$ cat src/verilog/rssip_pkg.sv
// Purpose: constants and types of the codec symbol-input port
// Assumes: one rising-edge clock, reset low-active and asynchronous
// Notes:   symbol width is a build parameter, default below
//
// Operation
// - all state updates on rising clock edge
// - reset clears every state at once, asynchronously
// - device drives accept enable as read request
// - device captures data on edge after response
// - symbol, boundary, erasure ignored when valid low
// - new symbol needs valid and previous enable
// - one symbol per transfer, bus width symbol bits
// - erasure flag marks symbol when option built
// - symbol width parameter between 3 and 12
package rssip_pkg;

  // symbol width range and default
  localparam int SYM_W_MIN  = 3;
  localparam int SYM_W_MAX  = 12;
  localparam int SYM_W_DEF  = 8;

  // values after reset
  localparam logic RST_ENA   = 1'h0;
  localparam logic RST_FLAG  = 1'h0;

  // codeword framing states
  typedef enum logic {
    RSSIP_IDLE,
    RSSIP_WORD
  } rssip_state_t;

  // a transfer counts when valid meets the enable of the previous cycle
  function automatic logic rssip_take(input logic val, input logic enaPrev);
    return val & enaPrev;
  endfunction : rssip_take

endpackage : rssip_pkg

$ cat src/verilog/rssip_frame.sv
// Purpose: codeword framing tracker of the symbol-input port
// Assumes: take is the qualified transfer strobe of the top
// Notes:   reports a boundary mismatch as a one-cycle pulse
`timescale 1ns/1ps
`default_nettype none
module rssip_frame
  import rssip_pkg::*;
(
  // clock and reset
  input  wire logic ref_clk,
  input  wire logic rst_n,
  // qualified transfer
  input  wire logic take,
  input  wire logic first,
  input  wire logic last,
  // framing status
  output var  logic inWord,
  output var  logic frameErr
);

  rssip_state_t state;
  rssip_state_t next_state;
  logic         next_frameErr;

  ////////////////////////////////////////////////////////////////////////
  always_comb begin
    next_state    = state;
    next_frameErr = 1'h0;
    if (take) begin
      // first flag inside a codeword, or a symbol with no first flag outside one
      next_frameErr = (state == RSSIP_WORD) ? first : ~first;
      if (last) begin
        next_state = RSSIP_IDLE;
      end else begin
        next_state = RSSIP_WORD;
      end
    end
  end

  always_ff @(posedge ref_clk or negedge rst_n) begin
    if (!rst_n) begin
      state    <= RSSIP_IDLE;
      frameErr <= RST_FLAG;
    end else begin
      state    <= next_state;
      frameErr <= next_frameErr;
    end
  end

  assign inWord = (state == RSSIP_WORD);

endmodule : rssip_frame
`default_nettype wire

$ cat src/verilog/rssip_port.sv
// Purpose: streaming symbol-input port of the codec core
// Assumes: source is logic on ref_clk; reset released on a clock edge
// Notes:   erasure input only takes effect when ERASE_EN is set
`timescale 1ns/1ps
`default_nettype none
module rssip_port
  import rssip_pkg::*;
#(
  parameter int   SYM_W    = rssip_pkg::SYM_W_DEF,
  parameter logic ERASE_EN = 1'h0
) (
  // clock and reset
  input  wire logic             ref_clk,
  input  wire logic             rst_n,
  // stream from the source
  input  wire logic             sinkVal,
  input  wire logic             sinkFirst,
  input  wire logic             sinkLast,
  input  wire logic [SYM_W-1:0] symIn,
  input  wire logic             erasIn,
  // flow control to the source
  output var  logic             sinkEna,
  // core side
  input  wire logic             coreReady,
  output var  logic             symStrobe,
  output var  logic [SYM_W-1:0] symData,
  output var  logic             symErase,
  output var  logic             symFirst,
  output var  logic             symLast,
  output var  logic             inWord,
  output var  logic             frameErr
);
  import rssip_pkg::*;

  logic             enaPrev;
  logic             take;
  logic             next_sinkEna;
  logic             next_enaPrev;
  logic             next_symStrobe;
  logic [SYM_W-1:0] next_symData;
  logic             next_symErase;
  logic             next_symFirst;
  logic             next_symLast;

  ////////////////////////////////////////////////////////////////////////
  // qualify with enable one cycle back
  assign take = rssip_take(sinkVal, enaPrev);

  always_comb begin
    next_sinkEna   = coreReady;
    next_enaPrev   = sinkEna;
    next_symStrobe = take;
    next_symData   = symData;
    next_symErase  = symErase;
    next_symFirst  = symFirst;
    next_symLast   = symLast;
    // inputs disregarded without a qualified valid
    if (take) begin
      next_symData  = symIn;
      // erasure only with the option built
      next_symErase = ERASE_EN & erasIn;
      next_symFirst = sinkFirst;
      next_symLast  = sinkLast;
    end
  end

  always_ff @(posedge ref_clk or negedge rst_n) begin
    if (!rst_n) begin
      sinkEna   <= RST_ENA;
      enaPrev   <= RST_ENA;
      symStrobe <= RST_FLAG;
      symData   <= '0;
      symErase  <= RST_FLAG;
      symFirst  <= RST_FLAG;
      symLast   <= RST_FLAG;
    end else begin
      sinkEna   <= next_sinkEna;
      enaPrev   <= next_enaPrev;
      symStrobe <= next_symStrobe;
      symData   <= next_symData;
      symErase  <= next_symErase;
      symFirst  <= next_symFirst;
      symLast   <= next_symLast;
    end
  end

  ////////////////////////////////////////////////////////////////////////
  // framing tracker on the same qualified strobe
  rssip_frame u_frame (
    .ref_clk  (ref_clk),
    .rst_n    (rst_n),
    .take     (take),
    .first    (sinkFirst),
    .last     (sinkLast),
    .inWord   (inWord),
    .frameErr (frameErr)
  );
endmodule : rssip_port
`default_nettype wire

$ cat config.mk
export PLATFORM = sky130hd
export DESIGN_NAME = rssip_port
export DESIGN_NICKNAME = d
export VERILOG_FILES = /design/src/verilog/rssip_pkg.sv /design/src/verilog/rssip_frame.sv /design/src/verilog/rssip_port.sv
export SDC_FILE = /design/constraint.sdc
export NUM_CORES = 1
export LEC_CHECK = 0
export BUFFER_PORTS_ARGS = -buffer_cell sky130_fd_sc_hd__buf_2
export CORE_MARGIN = 8
export CORE_UTILIZATION = 41
export CTS_CLUSTER_SIZE = 25
export DETAILED_ROUTE_END_ITERATION = 7
export PLACE_DENSITY = 0.74
export REMOVE_ABC_BUFFERS = 1
export SLEW_MARGIN = 30
export SYNTH_ARGS = -nofsm -noshare
export SYNTH_HDL_FRONTEND = slang
export SYNTH_SLANG_ARGS = --single-unit
$ cat constraint.sdc
create_clock -name ref_clk -period 1.2 [get_ports ref_clk]
set_input_delay 0.12 -clock ref_clk [delete_from_list [all_inputs] [get_ports ref_clk]]
set_output_delay 0.12 -clock ref_clk [all_outputs]
set_load 0.02 [all_outputs]
==> results.py <==
metrics = {
    "worst_setup_path": {
        "cp-end-kind": "flip-flop",
        "startpoint_type": "flip-flop",
        "critPathMaxFanout": 8,
        "path_class": "reg -> reg",
        "arrival_ps": 1250,
        "cp.required_ps": 1360,
    },
    "global_route": {
        "antenna_found_initial": 0,
        "grt_usage_pct": 9.19,
        "grt_max_degree": 16,
        "grt_pass1_vias": 435,
        "grt_pass1_wl_um": 1880,
        "grt_overflow": 0,
    },
    "synthesis": {
        "synth_top_cell_area_share_pct": 65.4,
        "syn_avg_cell_area_um2": 16.9,
        "synth.top_cells.by_count": "dfrtp_1 (15), mux2_4 (8), mux2_2 (2)",
        "synth_edf_count": 0,
        "netlist_area_um2": 574,
        "yosysMostFrequentCell": "dfrtp_1",
        "seq_area_frac_synth_pct": 65.4,
        "ys_warn_count": 0,
        "synth_cell_types": 12,
        "yosys_register_bits": 15,
        "ys.flop_type": "dfrtp_1",
        "synth_top_area_cell": "dfrtp_1",
        "synthTopCellsByArea": "dfrtp_1 (65%), mux2_4 (21%), mux2_2 (3.9%), buf_6 (2.0%), xor2_1 (1.5%)",
        "netlist_instances": 34,
        "synthArstFlopShare_pct": 100,
    },
    "finish": {
        "num_antenna_cells": 0,
        "fin_nets": 83,
        "final_layout_size_suffix_gt1_share_pct": 65.7,
        "syn_to_final_growth_pct": 34.4,
    },
    "floorplan": {
        "die_y_um": 53.4,
        "coreArea_um2": 1300,
        "rows": 13,
        "ioPinCount": 30,
        "fp.dieW_um": 53.4,
        "start_util_pct": 44.1,
        "design.die.area_um2": 2850,
    },
    "cts": {
        "cts_sinks": 15,
        "htreeDepth": 1,
        "ctsRootBufferMaster": "clkbuf_4",
        "tritoncts": "done",
        "cts-buffers-inserted": 3,
        "clk_latency_ps": 270,
        "clock_path_buffers": 2,
        "cts.clk_slew.worst_paths_ps": 80,
    },
    "power": {
        "leakagePower_uw": 0.000423,
        "pwr-share-clk_pct": 23.7,
        "combinationalPowerShare_pct": 24.6,
        "seq_power_share_pct": 51.7,
        "internal_power_uw": 824,
        "p_sw_share_pct": 28.9,
        "p_switching_uw": 335,
        "power_uw": 1160,
        "p_per_area_nw_per_um2": 1500,
        "vdd.ir_drop.worst_uv": 748,
    },
    "detailed_routing": {
        "antenna_left": 0,
        "drt_first_iter_violations": 1,
        "drt-pass1-iter-count": 2,
        "drt-total-wl_um": 1160,
        "wl_per_cell_um": 14.2,
        "drc_errors": 0,
        "via_per_inst": 4.48,
        "vias": 367,
    },
    "worst_hold_path": {
        "hold_class": "in -> reg",
    },
    "timing": {
        "skew_ps": 1.61,
        "rsz0062_at_grt": "no",
        "timing.final.crit_period_ps": 1090,
        "finalCritPeriodShare_pct": 90.4,
        "maxSlewViolCount": 0,
        "tns_ps": 0,
        "finalHoldViolations": 0,
        "fmax_ghz": 0.921,
        "worst_hold_slack_ps": 38.1,
        "setup_viol": 0,
    },
    "placed_design": {
        "place_hpwl_um": 961,
        "port_buffers": 27,
        "gp_congestion": 0.662,
    },
    "job": {
        "drv_cap": 0,
    },
    "status": {
        "status": "complete, no violations",
    },
}
-- per-layer routing --
layer	global-route usage [%]	share of wire, %	wire (um)
met1	8.22	34	400
met2	16.4	56	649
met5	0	0	0
met3	5.32	9.8	114
met4	3.78	0	0
-- final timing paths --
path,startpoint,slack (ps),to,cells after the start
min,sinkLast,40,u_frame.inWord$_DFFE_PN0P_,2
max,enaPrev$_DFF_PN0_,110,symData[0]$_DFFE_PN0P_,3
min in group asynchronous,rst_n,260,symFirst$_DFFE_PN0P_,2
max in group asynchronous,rst_n,710,symData[2]$_DFFE_PN0P_,2
max reg2reg,enaPrev$_DFF_PN0_,110,symData[0]$_DFFE_PN0P_,3
min reg2reg,sinkEna$_DFF_PN0_,390,enaPrev$_DFF_PN0_,0
-- timing repair --
action | in CTS | in global routing
setup buffers | 0 | 0
setup endpoints to repair | 0 | 0
resized for setup | 0 | 0
hold buffers | 2 | 0
endpoints found under the hold margin | 16 | 0
-- registers in the layout, indices dropped and copies added (netlist names) --
name,cells
symData,8
enaPrev,1
sinkEna,1
symFirst,1
symLast,1
symStrobe,1
u_frame.frameErr,1
u_frame.inWord,1
-- cells in the final DEF (no fill, tap or decap) --
cell	instances
xor2_1	1
clkinv_2	1
mux2_4	8
mux2_2	2
nand2_2	1
conb_1	1
buf_2	27
a21oi_1	1
nor2_1	1
dlygate4sd3_1	2
buf_4	2
inv_1	1
clkbuf_4	3
a31oi_1	1
dfrtp_1	15
-- area by class of cell --
class / instances / area (um2)
Fill cell: 119 / 529
Sequential cell: 15 / 375
Multi-Input combinational cell: 16 / 176
Timing Repair Buffer: 31 / 170
Clock buffer: 3 / 22.5
Tap cell: 15 / 18.8
Clock inverter: 1 / 5.00
Inverter: 1 / 3.75
-- critical path: stages, from the launching register on --
cell     delay [ps]
dfrtp_1         410
nand2_2          70
buf_4           180
mux2_4          310
-- power by group through the flow --
| stage | Sequential (uW) | Combinational [uW] | Clock [uW] |
|---|---|---|---|
| finish | 599 | 285 | 274 |
| global placement | 607 | 277 | 0 |
| detailed placement | 610 | 285 | 0 |
| CTS | 601 | 290 | 293 |
| floorplan | 684 | 91.2 | 0 |
| global route | 609 | 303 | 312 |
-- kinds of logic (layout without fill, tap and decap cells) --
family	after synthesis	count (layout)	synth area share [%]
DFF	15	15	65.4
muxes	10	10	24.8
buffers and inverters	3	36	3.92
AOI/OAI and AO/OA	2	2	1.96
and+or+nand+nor	2	2	1.74
other	1	1	0.653
xor gates and xnor gates	1	1	1.53
-- stage by stage --
stage,utilization (%),setup WS (ps),area (um2),cells
after floorplan,-,100,556,32
after global placement,55.7,138,724,76
after detailed placement,55.7,124,724,76
after CTS,59.3,107,772,82
after global routing,59.3,77.0,772,82
final,59.3,115,772,82
No activity file was read; power rests on OpenSTA's default activity.
